**src/servo_torque_limit_params.svh**
```systemverilog
// Constants of the torque-limit selection block: offsets, reset values, field positions.
// Assumes byte addresses on an 8-bit register address, one 32-bit word per register.
`ifndef SERVO_TORQUE_LIMIT_PARAMS_SVH
`define SERVO_TORQUE_LIMIT_PARAMS_SVH

// Register byte offsets
`define OFS_FWD_INT_LIMIT 8'h00
`define OFS_REV_INT_LIMIT 8'h04
`define OFS_FWD_EXT_LIMIT 8'h08
`define OFS_REV_EXT_LIMIT 8'h0c
`define OFS_MOTOR_MAX 8'h10
`define OFS_CONTROL_MODE 8'h14
`define OFS_PAIR_A_FUNC 8'h18
`define OFS_PAIR_B_FUNC 8'h1c
`define OFS_PAIR_C_FUNC 8'h20
`define OFS_PRESET_ONE 8'h24
`define OFS_PRESET_TWO 8'h28
`define OFS_PRESET_THREE 8'h2c
`define OFS_STATUS 8'h30
`define OFS_IRQ_STATUS 8'h34
`define OFS_IRQ_CLEAR 8'h38
`define OFS_IRQ_ENABLE 8'h3c

// Widths
`define LIM_W 9
`define MODE_W 4
`define FUNC_W 3
`define SPD_W 16
`define TRQ_W 16
`define IRQ_W 3

// Ranges and reset values, limits in percent
`define LIM_PCT_MAX 9'h12c
`define INT_LIMIT_RST 9'h12c
`define EXT_LIMIT_RST 9'h064
`define MOTOR_MAX_RST 9'h12c
`define MODE_RST 4'h0
`define MODE_MAX 4'hd
`define SPEED_MODE_LO 4'h3
`define SPEED_MODE_HI 4'h6
`define FUNC_MAX 3'h4
`define PAIR_A_RST 3'h0
`define PAIR_B_RST 3'h1
`define PAIR_C_RST 3'h2
`define PRESET_RST 16'h0000

// Interrupt bit positions
`define IRQ_CLAMP_ON 0
`define IRQ_CLAMP_OFF 1
`define IRQ_SEL_CHG 2

`endif

```
**src/servo_torque_limit_pkg.sv**
```systemverilog
// Types of the torque-limit selection block.
// Assumes the constants header is on the include path.
package servo_torque_limit_pkg;
  `include "servo_torque_limit_params.svh"

  // Output pair functions, in selector code order
  typedef enum logic [`FUNC_W-1:0] {
    FUNC_DONE, FUNC_ROTATING, FUNC_READY, FUNC_CLAMPED, FUNC_BRAKE
  } out_func_e;

  // Preset speed selection
  typedef enum logic [1:0] {
    SEL_MODE_SWITCH, SEL_ONE, SEL_TWO, SEL_THREE
  } spd_sel_e;

  typedef struct packed {
    logic pin_n;
  } route_s;

  typedef struct packed {
    logic [`LIM_W-1:0] fwd_int;
    logic [`LIM_W-1:0] rev_int;
    logic [`LIM_W-1:0] fwd_ext;
    logic [`LIM_W-1:0] rev_ext;
    logic [`LIM_W-1:0] motor_max;
    logic [`MODE_W-1:0] mode;
    logic [`FUNC_W-1:0] func_a;
    logic [`FUNC_W-1:0] func_b;
    logic [`FUNC_W-1:0] func_c;
    logic [`SPD_W-1:0] spd1;
    logic [`SPD_W-1:0] spd2;
    logic [`SPD_W-1:0] spd3;
    logic fwd_on;
    logic rev_on;
    logic msw_on;
    logic [`TRQ_W-1:0] torque_out;
    logic clamped;
    spd_sel_e spd_sel;
    logic dir_rev;
    logic [`SPD_W-1:0] spd_out;
    logic [`IRQ_W-1:0] irq_stat;
    logic [`IRQ_W-1:0] irq_en;
    logic [31:0] rdata;
  } core_s;
endpackage : servo_torque_limit_pkg

```
**src/out_pair_route.sv**
```systemverilog
// Routes one of five active-low indications onto an output pin pair.
// Assumes all indications are active-low levels synchronous to sys_clk_i.
`timescale 1ns/100ps
module out_pair_route
  import servo_torque_limit_pkg::*;
(
  input wire logic sys_clk_i, // Drive control clock
  input wire logic arst_n_i, // Async reset, low
  input wire logic [`FUNC_W-1:0] func_i, // Selector code
  input wire logic position_mode_i, // High in position control
  input wire logic position_done_out_n_i, // Positioning complete, low
  input wire logic velocity_match_out_n_i, // Speed coincidence, low
  input wire logic rotating_out_n_i, // Rotation detected, low
  input wire logic servo_ready_n_i, // Servo ready, low
  input wire logic clamped_n_i, // Torque clamped, low
  input wire logic brake_interlock_out_n_i, // Brake interlock, low
  output logic pair_n_o // Pin pair level, low is on
);
  route_s st_reg;
  route_s st_next;

  // Selector decode; unknown codes leave the pair off
  always_comb begin
    st_next = st_reg;
    case (out_func_e'(func_i))
      // code routing
      FUNC_DONE: st_next.pin_n = position_mode_i ? position_done_out_n_i : velocity_match_out_n_i;
      FUNC_ROTATING: st_next.pin_n = rotating_out_n_i;
      FUNC_READY: st_next.pin_n = servo_ready_n_i;
      // clamp indication
      FUNC_CLAMPED: st_next.pin_n = clamped_n_i;
      FUNC_BRAKE: st_next.pin_n = brake_interlock_out_n_i;
      default: st_next.pin_n = 1'b1;
    endcase
  end

  // State register
  always_ff @(posedge sys_clk_i or negedge arst_n_i) begin
    if (!arst_n_i) begin
      st_reg <= '{pin_n: 1'b1};
    end else begin
      st_reg <= st_next;
    end
  end

  assign pair_n_o = st_reg.pin_n;

  a_clamp_route: assert property (@(posedge sys_clk_i) disable iff (!arst_n_i)
    func_i == FUNC_CLAMPED |=> pair_n_o == $past(clamped_n_i))
    else $error("clamp code not routed");
  a_ready_route: assert property (@(posedge sys_clk_i) disable iff (!arst_n_i)
    func_i == FUNC_READY |=> pair_n_o == $past(servo_ready_n_i))
    else $error("ready code not routed");
endmodule : out_pair_route

```
**src/servo_torque_limit_select.sv**
```systemverilog
// Torque-limit selection, clamp indication, preset speed decode and output pair routing.
// Assumes contact inputs already synchronous to sys_clk_i, one clock per control cycle.
// Behaviour
// With the forward external input on, forward torque is clamped to the forward external limit.
// With the reverse external input on, reverse torque is clamped to the reverse external limit.
// With a direction's external input off, that direction uses its internal limit.
// The clamp output is low while the torque reference exceeds the active limit, else high.
// Software should keep limits at or below motor maximum and large enough to accelerate.
// Three output pair selectors each accept codes zero to four only.
// After reset the pair selectors hold codes 0, 1 and 2.
// A pair with selector code 3 carries the clamp indication.
// Codes 0, 1, 2 and 4 route done or speed match, rotating, ready and brake interlock.
// In modes 0 to 2 and 7 to 13 the two inputs are external limit enables.
// In modes 3 to 6 the two inputs select a preset speed and mode switch gives direction.
// A contact input at high level is off and at low level is on.
// External limits accept zero to three hundred percent and reset to one hundred.
// A limit above the motor maximum torque is replaced by the motor maximum.
// Inputs are sampled each cycle and the new limit is applied in the following cycle.
// Forward limit clamps positive values, reverse limit negative ones, keeping the sign.
//
// Added by the designer: the address map and the plain strobed port.
`timescale 1ns/100ps
module servo_torque_limit_select
  import servo_torque_limit_pkg::*;
(
  input wire logic sys_clk_i, // 40 MHz control clock
  input wire logic arst_n_i, // Async reset, low
  input wire logic [7:0] reg_addr_i, // Register byte address
  input wire logic [31:0] reg_wdata_i, // Write data
  input wire logic reg_wr_i, // Write strobe
  input wire logic reg_rd_i, // Read strobe
  output logic [31:0] reg_rdata_o, // Read data, cycle after strobe
  input wire logic fwd_ext_limit_in_n_i, // Forward limit contact, low on
  input wire logic rev_ext_limit_in_n_i, // Reverse limit contact, low on
  input wire logic mode_switch_in_n_i, // Mode switch contact, low on
  input wire logic [`TRQ_W-1:0] torque_ref_i, // Signed torque reference, percent
  output logic [`TRQ_W-1:0] torque_lim_o, // Signed limited torque
  output logic torque_clamped_out_n_o, // Low while clamping
  input wire logic position_mode_i, // High in position control
  input wire logic position_done_out_n_i, // Positioning complete, low
  input wire logic velocity_match_out_n_i, // Speed coincidence, low
  input wire logic rotating_out_n_i, // Rotation detected, low
  input wire logic servo_ready_n_i, // Servo ready, low
  input wire logic brake_interlock_out_n_i, // Brake interlock, low
  output logic pair_a_n_o, // Output pair A, low on
  output logic pair_b_n_o, // Output pair B, low on
  output logic pair_c_n_o, // Output pair C, low on
  output logic preset_one_sel_o, // Preset speed one chosen
  output logic preset_two_sel_o, // Preset speed two chosen
  output logic preset_three_sel_o, // Preset speed three chosen
  output logic mode_switch_req_o, // Control mode switch chosen
  output logic speed_dir_rev_o, // Preset direction reverse
  output logic [`SPD_W-1:0] preset_speed_o, // Chosen preset speed value
  output logic irq_o // Level interrupt
);
  core_s st_reg;
  core_s st_next;
  logic limit_mode;
  logic [`LIM_W-1:0] fwd_lim;
  logic [`LIM_W-1:0] rev_lim;
  logic [`TRQ_W:0] mag;
  logic exceed;

  // motor maximum cap
  function automatic logic [`LIM_W-1:0] eff_limit(input logic [`LIM_W-1:0] lim,
                                                  input logic [`LIM_W-1:0] mmax);
    eff_limit = (lim > mmax) ? mmax : lim;
  endfunction : eff_limit

  // percent range check
  function automatic logic pct_ok(input logic [31:0] d);
    pct_ok = (d[31:`LIM_W] == '0) && (d[`LIM_W-1:0] <= `LIM_PCT_MAX);
  endfunction : pct_ok

  // selector range check
  function automatic logic func_ok(input logic [31:0] d);
    func_ok = (d[31:`FUNC_W] == '0) && (d[`FUNC_W-1:0] <= `FUNC_MAX);
  endfunction : func_ok

  // modes outside internal speed selection
  assign limit_mode = !((st_reg.mode >= `SPEED_MODE_LO) && (st_reg.mode <= `SPEED_MODE_HI));

  // per-direction limit choice from sampled contacts
  assign fwd_lim = eff_limit((limit_mode && st_reg.fwd_on) ? st_reg.fwd_ext : st_reg.fwd_int,
                             st_reg.motor_max);
  assign rev_lim = eff_limit((limit_mode && st_reg.rev_on) ? st_reg.rev_ext : st_reg.rev_int,
                             st_reg.motor_max);

  // magnitude of the signed reference, one bit wider to hold the most negative value
  assign mag = torque_ref_i[`TRQ_W-1] ? ((`TRQ_W+1)'(0) - {torque_ref_i[`TRQ_W-1], torque_ref_i})
                                      : {1'b0, torque_ref_i};
  assign exceed = torque_ref_i[`TRQ_W-1] ? (mag > (`TRQ_W+1)'(rev_lim))
                                         : (mag > (`TRQ_W+1)'(fwd_lim));

  // Next state: bus, sampling, clamping, speed decode, interrupts
  always_comb begin
    st_next = st_reg;
    // contacts sampled active low each cycle
    st_next.fwd_on = !fwd_ext_limit_in_n_i;
    st_next.rev_on = !rev_ext_limit_in_n_i;
    st_next.msw_on = !mode_switch_in_n_i;
    // clamp magnitude, keep sign
    if (!exceed) begin
      st_next.torque_out = torque_ref_i;
    end else if (torque_ref_i[`TRQ_W-1]) begin
      st_next.torque_out = `TRQ_W'(0) - `TRQ_W'(rev_lim);
    end else begin
      st_next.torque_out = `TRQ_W'(fwd_lim);
    end
    // clamp flag
    st_next.clamped = exceed;
    // preset speed decode, only outside limit modes
    if (limit_mode) begin
      st_next.spd_sel = SEL_MODE_SWITCH;
    end else begin
      case ({st_reg.fwd_on, st_reg.rev_on})
        2'b00: st_next.spd_sel = SEL_MODE_SWITCH;
        // Reverse-only picks preset one, forward-only preset three
        2'b01: st_next.spd_sel = SEL_ONE;
        2'b11: st_next.spd_sel = SEL_TWO;
        2'b10: st_next.spd_sel = SEL_THREE;
        default: st_next.spd_sel = SEL_MODE_SWITCH;
      endcase
    end
    st_next.dir_rev = !limit_mode && st_reg.msw_on;
    case (st_next.spd_sel)
      SEL_ONE: st_next.spd_out = st_reg.spd1;
      SEL_TWO: st_next.spd_out = st_reg.spd2;
      SEL_THREE: st_next.spd_out = st_reg.spd3;
      default: st_next.spd_out = `PRESET_RST;
    endcase
    // Register writes; out-of-range values are dropped so the old setting stays
    if (reg_wr_i) begin
      case (reg_addr_i)
        // range-checked limits
        `OFS_FWD_INT_LIMIT: if (pct_ok(reg_wdata_i)) st_next.fwd_int = reg_wdata_i[`LIM_W-1:0];
        `OFS_REV_INT_LIMIT: if (pct_ok(reg_wdata_i)) st_next.rev_int = reg_wdata_i[`LIM_W-1:0];
        `OFS_FWD_EXT_LIMIT: if (pct_ok(reg_wdata_i)) st_next.fwd_ext = reg_wdata_i[`LIM_W-1:0];
        `OFS_REV_EXT_LIMIT: if (pct_ok(reg_wdata_i)) st_next.rev_ext = reg_wdata_i[`LIM_W-1:0];
        `OFS_MOTOR_MAX: if (pct_ok(reg_wdata_i)) st_next.motor_max = reg_wdata_i[`LIM_W-1:0];
        `OFS_CONTROL_MODE: begin
          if (reg_wdata_i <= 32'(`MODE_MAX)) st_next.mode = reg_wdata_i[`MODE_W-1:0];
        end
        // selector range
        `OFS_PAIR_A_FUNC: if (func_ok(reg_wdata_i)) st_next.func_a = reg_wdata_i[`FUNC_W-1:0];
        `OFS_PAIR_B_FUNC: if (func_ok(reg_wdata_i)) st_next.func_b = reg_wdata_i[`FUNC_W-1:0];
        `OFS_PAIR_C_FUNC: if (func_ok(reg_wdata_i)) st_next.func_c = reg_wdata_i[`FUNC_W-1:0];
        `OFS_PRESET_ONE: st_next.spd1 = reg_wdata_i[`SPD_W-1:0];
        `OFS_PRESET_TWO: st_next.spd2 = reg_wdata_i[`SPD_W-1:0];
        `OFS_PRESET_THREE: st_next.spd3 = reg_wdata_i[`SPD_W-1:0];
        `OFS_IRQ_CLEAR: st_next.irq_stat = st_reg.irq_stat & ~reg_wdata_i[`IRQ_W-1:0];
        `OFS_IRQ_ENABLE: st_next.irq_en = reg_wdata_i[`IRQ_W-1:0];
        default: st_next.fwd_int = st_next.fwd_int;
      endcase
    end
    // Events set after the clear so a same-cycle event survives
    if (st_next.clamped && !st_reg.clamped) st_next.irq_stat[`IRQ_CLAMP_ON] = 1'b1;
    if (!st_next.clamped && st_reg.clamped) st_next.irq_stat[`IRQ_CLAMP_OFF] = 1'b1;
    if (st_next.spd_sel != st_reg.spd_sel) st_next.irq_stat[`IRQ_SEL_CHG] = 1'b1;
    // Read data for the cycle after the strobe, zero otherwise and when unmapped
    st_next.rdata = '0;
    if (reg_rd_i) begin
      case (reg_addr_i)
        `OFS_FWD_INT_LIMIT: st_next.rdata = 32'(st_reg.fwd_int);
        `OFS_REV_INT_LIMIT: st_next.rdata = 32'(st_reg.rev_int);
        `OFS_FWD_EXT_LIMIT: st_next.rdata = 32'(st_reg.fwd_ext);
        `OFS_REV_EXT_LIMIT: st_next.rdata = 32'(st_reg.rev_ext);
        `OFS_MOTOR_MAX: st_next.rdata = 32'(st_reg.motor_max);
        `OFS_CONTROL_MODE: st_next.rdata = 32'(st_reg.mode);
        `OFS_PAIR_A_FUNC: st_next.rdata = 32'(st_reg.func_a);
        `OFS_PAIR_B_FUNC: st_next.rdata = 32'(st_reg.func_b);
        `OFS_PAIR_C_FUNC: st_next.rdata = 32'(st_reg.func_c);
        `OFS_PRESET_ONE: st_next.rdata = 32'(st_reg.spd1);
        `OFS_PRESET_TWO: st_next.rdata = 32'(st_reg.spd2);
        `OFS_PRESET_THREE: st_next.rdata = 32'(st_reg.spd3);
        `OFS_STATUS: st_next.rdata = 32'({st_reg.dir_rev, st_reg.spd_sel, st_reg.msw_on,
                                          st_reg.rev_on, st_reg.fwd_on, st_reg.clamped});
        `OFS_IRQ_STATUS: st_next.rdata = 32'(st_reg.irq_stat);
        `OFS_IRQ_ENABLE: st_next.rdata = 32'(st_reg.irq_en);
        default: st_next.rdata = '0;
      endcase
    end
  end

  // State register with documented reset values
  always_ff @(posedge sys_clk_i or negedge arst_n_i) begin
    if (!arst_n_i) begin
      st_reg <= '0;
      st_reg.fwd_int <= `INT_LIMIT_RST;
      st_reg.rev_int <= `INT_LIMIT_RST;
      // external limits reset to one hundred
      st_reg.fwd_ext <= `EXT_LIMIT_RST;
      st_reg.rev_ext <= `EXT_LIMIT_RST;
      st_reg.motor_max <= `MOTOR_MAX_RST;
      st_reg.mode <= `MODE_RST;
      // selector defaults
      st_reg.func_a <= `PAIR_A_RST;
      st_reg.func_b <= `PAIR_B_RST;
      st_reg.func_c <= `PAIR_C_RST;
      st_reg.spd_sel <= SEL_MODE_SWITCH;
    end else begin
      st_reg <= st_next;
    end
  end

  // Outputs straight from state
  assign reg_rdata_o = st_reg.rdata;
  assign torque_lim_o = st_reg.torque_out;
  assign torque_clamped_out_n_o = !st_reg.clamped;
  assign preset_one_sel_o = st_reg.spd_sel == SEL_ONE;
  assign preset_two_sel_o = st_reg.spd_sel == SEL_TWO;
  assign preset_three_sel_o = st_reg.spd_sel == SEL_THREE;
  assign mode_switch_req_o = !limit_mode && (st_reg.spd_sel == SEL_MODE_SWITCH);
  assign speed_dir_rev_o = st_reg.dir_rev;
  assign preset_speed_o = st_reg.spd_out;
  assign irq_o = |(st_reg.irq_stat & st_reg.irq_en);

  // Three pair routers; each adds one cycle of latency behind the clamp flag
  out_pair_route u_pair_a (.sys_clk_i(sys_clk_i), .arst_n_i(arst_n_i), .func_i(st_reg.func_a),
    .position_mode_i(position_mode_i), .position_done_out_n_i(position_done_out_n_i),
    .velocity_match_out_n_i(velocity_match_out_n_i), .rotating_out_n_i(rotating_out_n_i),
    .servo_ready_n_i(servo_ready_n_i), .clamped_n_i(torque_clamped_out_n_o),
    .brake_interlock_out_n_i(brake_interlock_out_n_i), .pair_n_o(pair_a_n_o));
  out_pair_route u_pair_b (.sys_clk_i(sys_clk_i), .arst_n_i(arst_n_i), .func_i(st_reg.func_b),
    .position_mode_i(position_mode_i), .position_done_out_n_i(position_done_out_n_i),
    .velocity_match_out_n_i(velocity_match_out_n_i), .rotating_out_n_i(rotating_out_n_i),
    .servo_ready_n_i(servo_ready_n_i), .clamped_n_i(torque_clamped_out_n_o),
    .brake_interlock_out_n_i(brake_interlock_out_n_i), .pair_n_o(pair_b_n_o));
  out_pair_route u_pair_c (.sys_clk_i(sys_clk_i), .arst_n_i(arst_n_i), .func_i(st_reg.func_c),
    .position_mode_i(position_mode_i), .position_done_out_n_i(position_done_out_n_i),
    .velocity_match_out_n_i(velocity_match_out_n_i), .rotating_out_n_i(rotating_out_n_i),
    .servo_ready_n_i(servo_ready_n_i), .clamped_n_i(torque_clamped_out_n_o),
    .brake_interlock_out_n_i(brake_interlock_out_n_i), .pair_n_o(pair_c_n_o));

  // Checks on selection and clamping
  a_fwd_ext_pick: assert property (@(posedge sys_clk_i) disable iff (!arst_n_i)
    limit_mode && st_reg.fwd_on |-> fwd_lim == eff_limit(st_reg.fwd_ext, st_reg.motor_max))
    else $error("forward external limit not chosen");
  a_rev_ext_pick: assert property (@(posedge sys_clk_i) disable iff (!arst_n_i)
    limit_mode && st_reg.rev_on |-> rev_lim == eff_limit(st_reg.rev_ext, st_reg.motor_max))
    else $error("reverse external limit not chosen");
  a_int_pick: assert property (@(posedge sys_clk_i) disable iff (!arst_n_i)
    !st_reg.fwd_on |-> fwd_lim == eff_limit(st_reg.fwd_int, st_reg.motor_max))
    else $error("forward internal limit not chosen");
  a_clamp_level: assert property (@(posedge sys_clk_i) disable iff (!arst_n_i)
    !torque_ref_i[`TRQ_W-1] && (mag > (`TRQ_W+1)'(fwd_lim)) |=> !torque_clamped_out_n_o)
    else $error("clamp output not low on excess");
  a_func_range: assert property (@(posedge sys_clk_i) disable iff (!arst_n_i)
    st_reg.func_a <= `FUNC_MAX && st_reg.func_b <= `FUNC_MAX && st_reg.func_c <= `FUNC_MAX)
    else $error("selector out of range");
  a_speed_two: assert property (@(posedge sys_clk_i) disable iff (!arst_n_i)
    !limit_mode && st_reg.fwd_on && st_reg.rev_on ##1 !limit_mode |-> preset_two_sel_o)
    else $error("preset two not selected");
  a_ext_range: assert property (@(posedge sys_clk_i) disable iff (!arst_n_i)
    st_reg.fwd_ext <= `LIM_PCT_MAX && st_reg.rev_ext <= `LIM_PCT_MAX)
    else $error("external limit out of range");
  a_max_cap: assert property (@(posedge sys_clk_i) disable iff (!arst_n_i)
    fwd_lim <= st_reg.motor_max && rev_lim <= st_reg.motor_max)
    else $error("limit above motor maximum");
  a_next_cycle: assert property (@(posedge sys_clk_i) disable iff (!arst_n_i)
    $fell(fwd_ext_limit_in_n_i) |=> st_reg.fwd_on)
    else $error("contact not sampled");
  a_sign_kept: assert property (@(posedge sys_clk_i) disable iff (!arst_n_i)
    torque_ref_i[`TRQ_W-1] && exceed && rev_lim != '0 |=> torque_lim_o[`TRQ_W-1])
    else $error("negative clamp lost its sign");
  c_fwd_clamp: cover property (@(posedge sys_clk_i) disable iff (!arst_n_i)
    st_reg.fwd_on && limit_mode ##1 !torque_clamped_out_n_o);
  c_rev_clamp: cover property (@(posedge sys_clk_i) disable iff (!arst_n_i)
    torque_ref_i[`TRQ_W-1] && exceed);
  c_preset_three: cover property (@(posedge sys_clk_i) disable iff (!arst_n_i)
    preset_three_sel_o && speed_dir_rev_o);
  c_irq: cover property (@(posedge sys_clk_i) disable iff (!arst_n_i) $rose(irq_o));
endmodule : servo_torque_limit_select

```
**config.mk**
```make
export PLATFORM = sky130hd
export DESIGN_NAME = servo_torque_limit_select
export DESIGN_NICKNAME = d
export VERILOG_FILES = /design/src/servo_torque_limit_pkg.sv /design/src/out_pair_route.sv /design/src/servo_torque_limit_select.sv
export VERILOG_INCLUDE_DIRS = /design/src
export SDC_FILE = /design/constraint.sdc
export NUM_CORES = 1
export LEC_CHECK = 0
export BUFFER_PORTS_ARGS = -buffer_cell sky130_fd_sc_hd__buf_4
export CAP_MARGIN = 10
export CORE_MARGIN = 1.5
export CORE_UTILIZATION = 60
export CTS_BUF_LIST = sky130_fd_sc_hd__clkbuf_8
export DETAILED_ROUTE_END_ITERATION = 10
export PLACE_DENSITY = 0.83
export SKIP_CTS_REPAIR_TIMING = 1
export SYNTH_ARGS = -nofsm -noshare
export SYNTH_HDL_FRONTEND = slang
export SYNTH_SLANG_ARGS = --single-unit
```
**constraint.sdc**
```tcl
create_clock -name sys_clk_i -period 8.9 [get_ports sys_clk_i]
set_input_delay 0.445 -clock sys_clk_i [delete_from_list [all_inputs] [get_ports sys_clk_i]]
set_output_delay 0.445 -clock sys_clk_i [all_outputs]
set_load 0.01 [all_outputs]
```
* Word level (Yosys, flattened, before mapping) *
Cells that the tools add are included.

word-level totals
  bits in registers = 186
  input bits = 69
  output and inout port bits = 74

operators by class
  add/subtract/negate cells = 2
  $lt $le $gt $ge = 9
  equal/unequal tests = 37
  muxes and demuxes = 23
  bitwise logic cells = 3
  reduce and logical (&&, ||, !) cells = 46

operators with widths
  operator                 count
  $pmux W16 S15            1
  $eq A8 B6 Y1 const B     8
  $mux W16                 3
  $pmux W16 S3             1
  $mux W9                  4
  $gt A17 B9 Y1            2
  $eq A8 B5 Y1 const B     4
  $le A32 B4 Y1 const B    1
  $logic_not A29 Y1        1
  $reduce_and A3 Y1        9
  $logic_not A23 Y1        1
  $eq A3 B2 Y1 const B     6
  $gt A9 B9 Y1             2
  $mux W17                 1
  $sub A1 B16 Y17 const A  1
  $eq A8 B4 Y1 const B     2
  $pmux W1 S5              3
  $reduce_and A2 Y1        7
  $eq A2 B2 Y1 const B     6
  $reduce_bool A2 Y1       6
  $sub A1 B9 Y10 const A   1
  $eq A3 B1 Y1 const B     3
  $eq A3 B3 Y1 const B     3
  $le A9 B9 Y1 const B     1
  19 further kinds         43

* Longest topological paths before layout *
  depth in word-level cells = 13
  gate-level depth with buffers = 23
  gate-level depth less buffers = 20

* Hierarchy *
A second synthesis with hierarchy kept.

unflattened totals
  cell total of the unflattened synthesis = 915
  area total of the unflattened synthesis = 10060.9 um^2

by module, submodules not included
  module                     instances  cells each  area each (um^2)
  servo_torque_limit_select  1          891         9820.7
  out_pair_route             3          8           80.1

* Least setup slack after synthesis *
No wires, ideal clock.

  kind = register to register
  start = reg st_reg[136] (netlist name)
  end = reg st_reg, in the netlist torque_lim_o[3]
  setup time = 127 ps
  data arrival time = 4796 ps
  data required time = 8773 ps
  setup slack = 3976 ps
  cell stages (with the launch flop) = 22
  buffers on the path = 1
  clock period less this slack = 4924 ps
  cells stage by stage = dfrtp_1 and4bb_1 a21oi_1 nand2_1 mux2_2 ha_1 a211o_1 a21oi_1 a31oi_1 a211oi_1 a41oi_2 mux2i_1 ha_1 nor2b_1 o21a_1 o21a_1 o21ai_0 a21oi_1 a2111o_1 a31oi_4 buf_6 mux2_1

RTL lines
  what                      line                              RTL
  start: declaration        servo_torque_limit_select.sv:56   core_s st_reg;
  start signal: assignment  servo_torque_limit_select.sv:202  st_reg <= st_next;

==> impl_results.md <==
- Filler cell count: 1208
- Core ar.: 16100 um2
- Routed Antenna Nets: 0
- Number of global-route vias before repair: 7559
- Sequential share of power: 0.550
- Critical Path RT: 9240 ps
- Main synth FF type: dfrtp_1
- Unrepaired setup endpoints after global routing: false
- Layout Nets: 1087
- Worst setup path endpoint: torque_lim_o[6]
- Hold Crit Class: in -> async
- Clock skew: 17.0 ps
- Height of the die: 132 um
- CP Cell Sequence: and4bb_1 -> a21oi_1 -> buf_4 -> nand2_1 -> mux2_2 -> ha_1 -> a211o_1 -> a21oi_1 -> a31oi_1 -> a211oi_1 -> a41oi_2 -> mux2i_1 -> ha_1 -> nor2b_1 -> o21a_1 -> o21a_1 -> o21ai_0 -> a21oi_1 -> a2111o_1 -> a31oi_4 -> mux2_1
- Post-synth EDFFs: 0
- Pwr dens: 132 nW/um2
- Worst-Margin Slew: 1110 ps
- Area of the multi-input gates: 4980 um2
- Initial core utilization: 0.619
- WL met2: 11700 um
- Post-Route WL: 23900 um
- Asr flop ratio synth: 1.00
- Setup Crit Path Kind: reg -> reg
- R2R setup slack: 3020 ps
- Met1 WL: 9600 um
- Global-route wire length before repair: 38800 um
- 1st-iter DRT viols: 604
- Switching power: 397 uW
- Yosys Warn Count: 0
- CTS sink count: 170
- Initial antenna violation count: 0
- Comb power frac: 0.107
- Num rows: 46
- Worst Setup SP: st_reg[135]
- Max-Cap Viols: 0
- Non-Filler Instances: 1206
- Routed vias/inst: 6.34
- Drt drc: 0
- Launching point of the worst reg2reg path: st_reg[135]
- Area grow syn2layout: 10.9%
- Die area: 17400 um2
- Synth Register Bits: 170
- Clock transition at path regs: 90 ps
- H-tree levels: 4
- Outcome: finished clean
- Root Driver: clkbuf_8
- WL/cell: 19.8 um
- Post-Synthesis Cells: 904
- Worst setup SP type: flip-flop
- I/O pin cnt: 143
- CP peak stage delay: 440 ps
- Ant diodes: 0
- FMAX: 170 MHz
- Leakage: 0.00512 uW
- Die W: 132 um
- Critical path endpoint category: flip-flop
- Most used cell, CP: a21oi_1
- Worst path slowest cell: a31oi_4
- Register area share after synthesis: 0.431
- Final worst path period need: 5880 ps
- Maximum number of pins on one net before global-route repair: 108
- Clock Latency Late Sink: 470 ps
- CTS Buf Count: 17
- Final Max Slew Viols: 0
- Yosys cell types: 72
- Register area: 4280 um2
- Total GRT Usage: 0.282
- Syn Area/Cell: 11.0 um2
- Longest Clk Path Bufs: 2
- Commonest non-fill, non-tap cell in the layout: dfrtp_1
- Data arrival time of the worst path: 6220 ps
- Switching share of power: 0.272
- CP Max Fanout: 21
- VDD IR-drop max: 0.0960 mV
- Dpl hpwl: 17300 um
- Clock Power Share: 0.343
- Worst hold slack: 93.4 ps
- PortBufs: 126
- GRT overflow: 0
- Cell depth of the worst flop-to-flop path: 21
- TritonCTS clock tree: done
- Share of layout cells above drive strength 1: 0.357
- Int Power: 1060 uW
- Final hold viol count: 0
- Post-Synthesis Cell Area: 9950 um2
- Gp weighted congestion: 0.939
- Tcrit/Tclk final: 0.661
- FF-to-FF End: torque_lim_o[6]
- Dpl cells: 1174
- TritonRoute pass-1 iters: 6
- WL met3: 1860 um
- Max_slew headroom: 0.263
- TNS Setup: 0 ps
- Top Layer Used: met4
- Max FFs per register: 118
- DR vias: 7644
- Final setup fails: 0
- Most frequent cells in the layout: dfrtp_1, mux2_2, buf_4, nor2_1, nand2_1
worst min-delay path by stage:
stage | slack, ps | to | start | cells after the start
after floorplan | 150 | preset_speed_o[0] | arst_n_i | 0
after global placement | 470 | u_pair_b.pair_n_o | st_reg[130] | 1
after detailed placement | 470 | u_pair_b.pair_n_o | st_reg[130] | 1
after CTS | 80 | st_reg[76] | fwd_ext_limit_in_n_i | 2
after global routing | 80 | st_reg[76] | fwd_ext_limit_in_n_i | 2
final | 90 | st_reg[103] | arst_n_i | 1
worst max-delay path, delay by kind of cell, from the launching register on:
kind	cells	cell delay (ps)
mux	3	1150
fa+ha+maj	2	620
compound gates	12	2590
flops	1	420
buf+inv	1	280
simple gates	3	660
cell type report:
type	instances	share of cell area
multi-input combinational	621	0.451
clock buffer	18	0.0224
clock inverter	14	0.0101
sequential	170	0.388
timing repair buffer	137	0.0935
inverter	30	0.0102
tap	216	0.0245
Yosys cell counts, types with 18 or more instances:
library cell | number | share of area
a21oi_1 | 35 | 0.018
a222oi_1 | 20 | 0.020
a22oi_1 | 18 | 0.014
buf_4 | 65 | 0.049
clkbuf_1 | 24 | 0.0091
dfrtp_1 | 147 | 0.37
dfstp_2 | 23 | 0.061
ha_1 | 41 | 0.052
inv_1 | 29 | 0.011
mux2_2 | 146 | 0.17
mux2i_1 | 20 | 0.020
nand2_1 | 44 | 0.017
nor2_1 | 63 | 0.024
o21ai_0 | 21 | 0.011
cell families after synthesis:
| logic type | after synthesis | synth area share |
|---|---|---|
| simple gates | 209 | 0.108 |
| buf+inv | 128 | 0.0750 |
| mux | 174 | 0.198 |
| fa+ha+maj | 41 | 0.0516 |
| other cells | 1 | 0.000377 |
| compound gates | 167 | 0.124 |
| flops | 170 | 0.431 |
| xor+xnor | 14 | 0.0123 |
metal layers:
metal | GRT usage | up-vias
met4 | 0.126 | 0
met1 | 0.366 | 3784
met3 | 0.0557 | 52
li1 | - | 3415
met5 | 0 | -
met2 | 0.460 | 393
per-stage QoR:
step / area, um2 / total power (uW) / setup WS (ps) / utilization
2_1_floorplan: 10000 / 907 / 3980 / -
3_3_place_gp: 10700 / 969 / 3270 / 0.665
3_5_place_dp: 10700 / 975 / 3150 / 0.665
4_1_cts: 11000 / 1470 / 3090 / 0.687
5_1_grt: 11000 / 1520 / 2600 / 0.687
6_report: 11000 / 1460 / 3020 / 0.687
power groups by stage:
| stage | combinational (uW) | sequential (uW) | clock [uW] |
|---|---|---|---|
| after floorplan | 93.9 | 813 | 0 |
| after global placement | 152 | 817 | 0 |
| after detailed placement | 157 | 818 | 0 |
| after CTS | 157 | 803 | 509 |
| after global routing | 174 | 805 | 544 |
| final | 157 | 804 | 501 |
No activity file was read; power rests on OpenSTA's default activity.
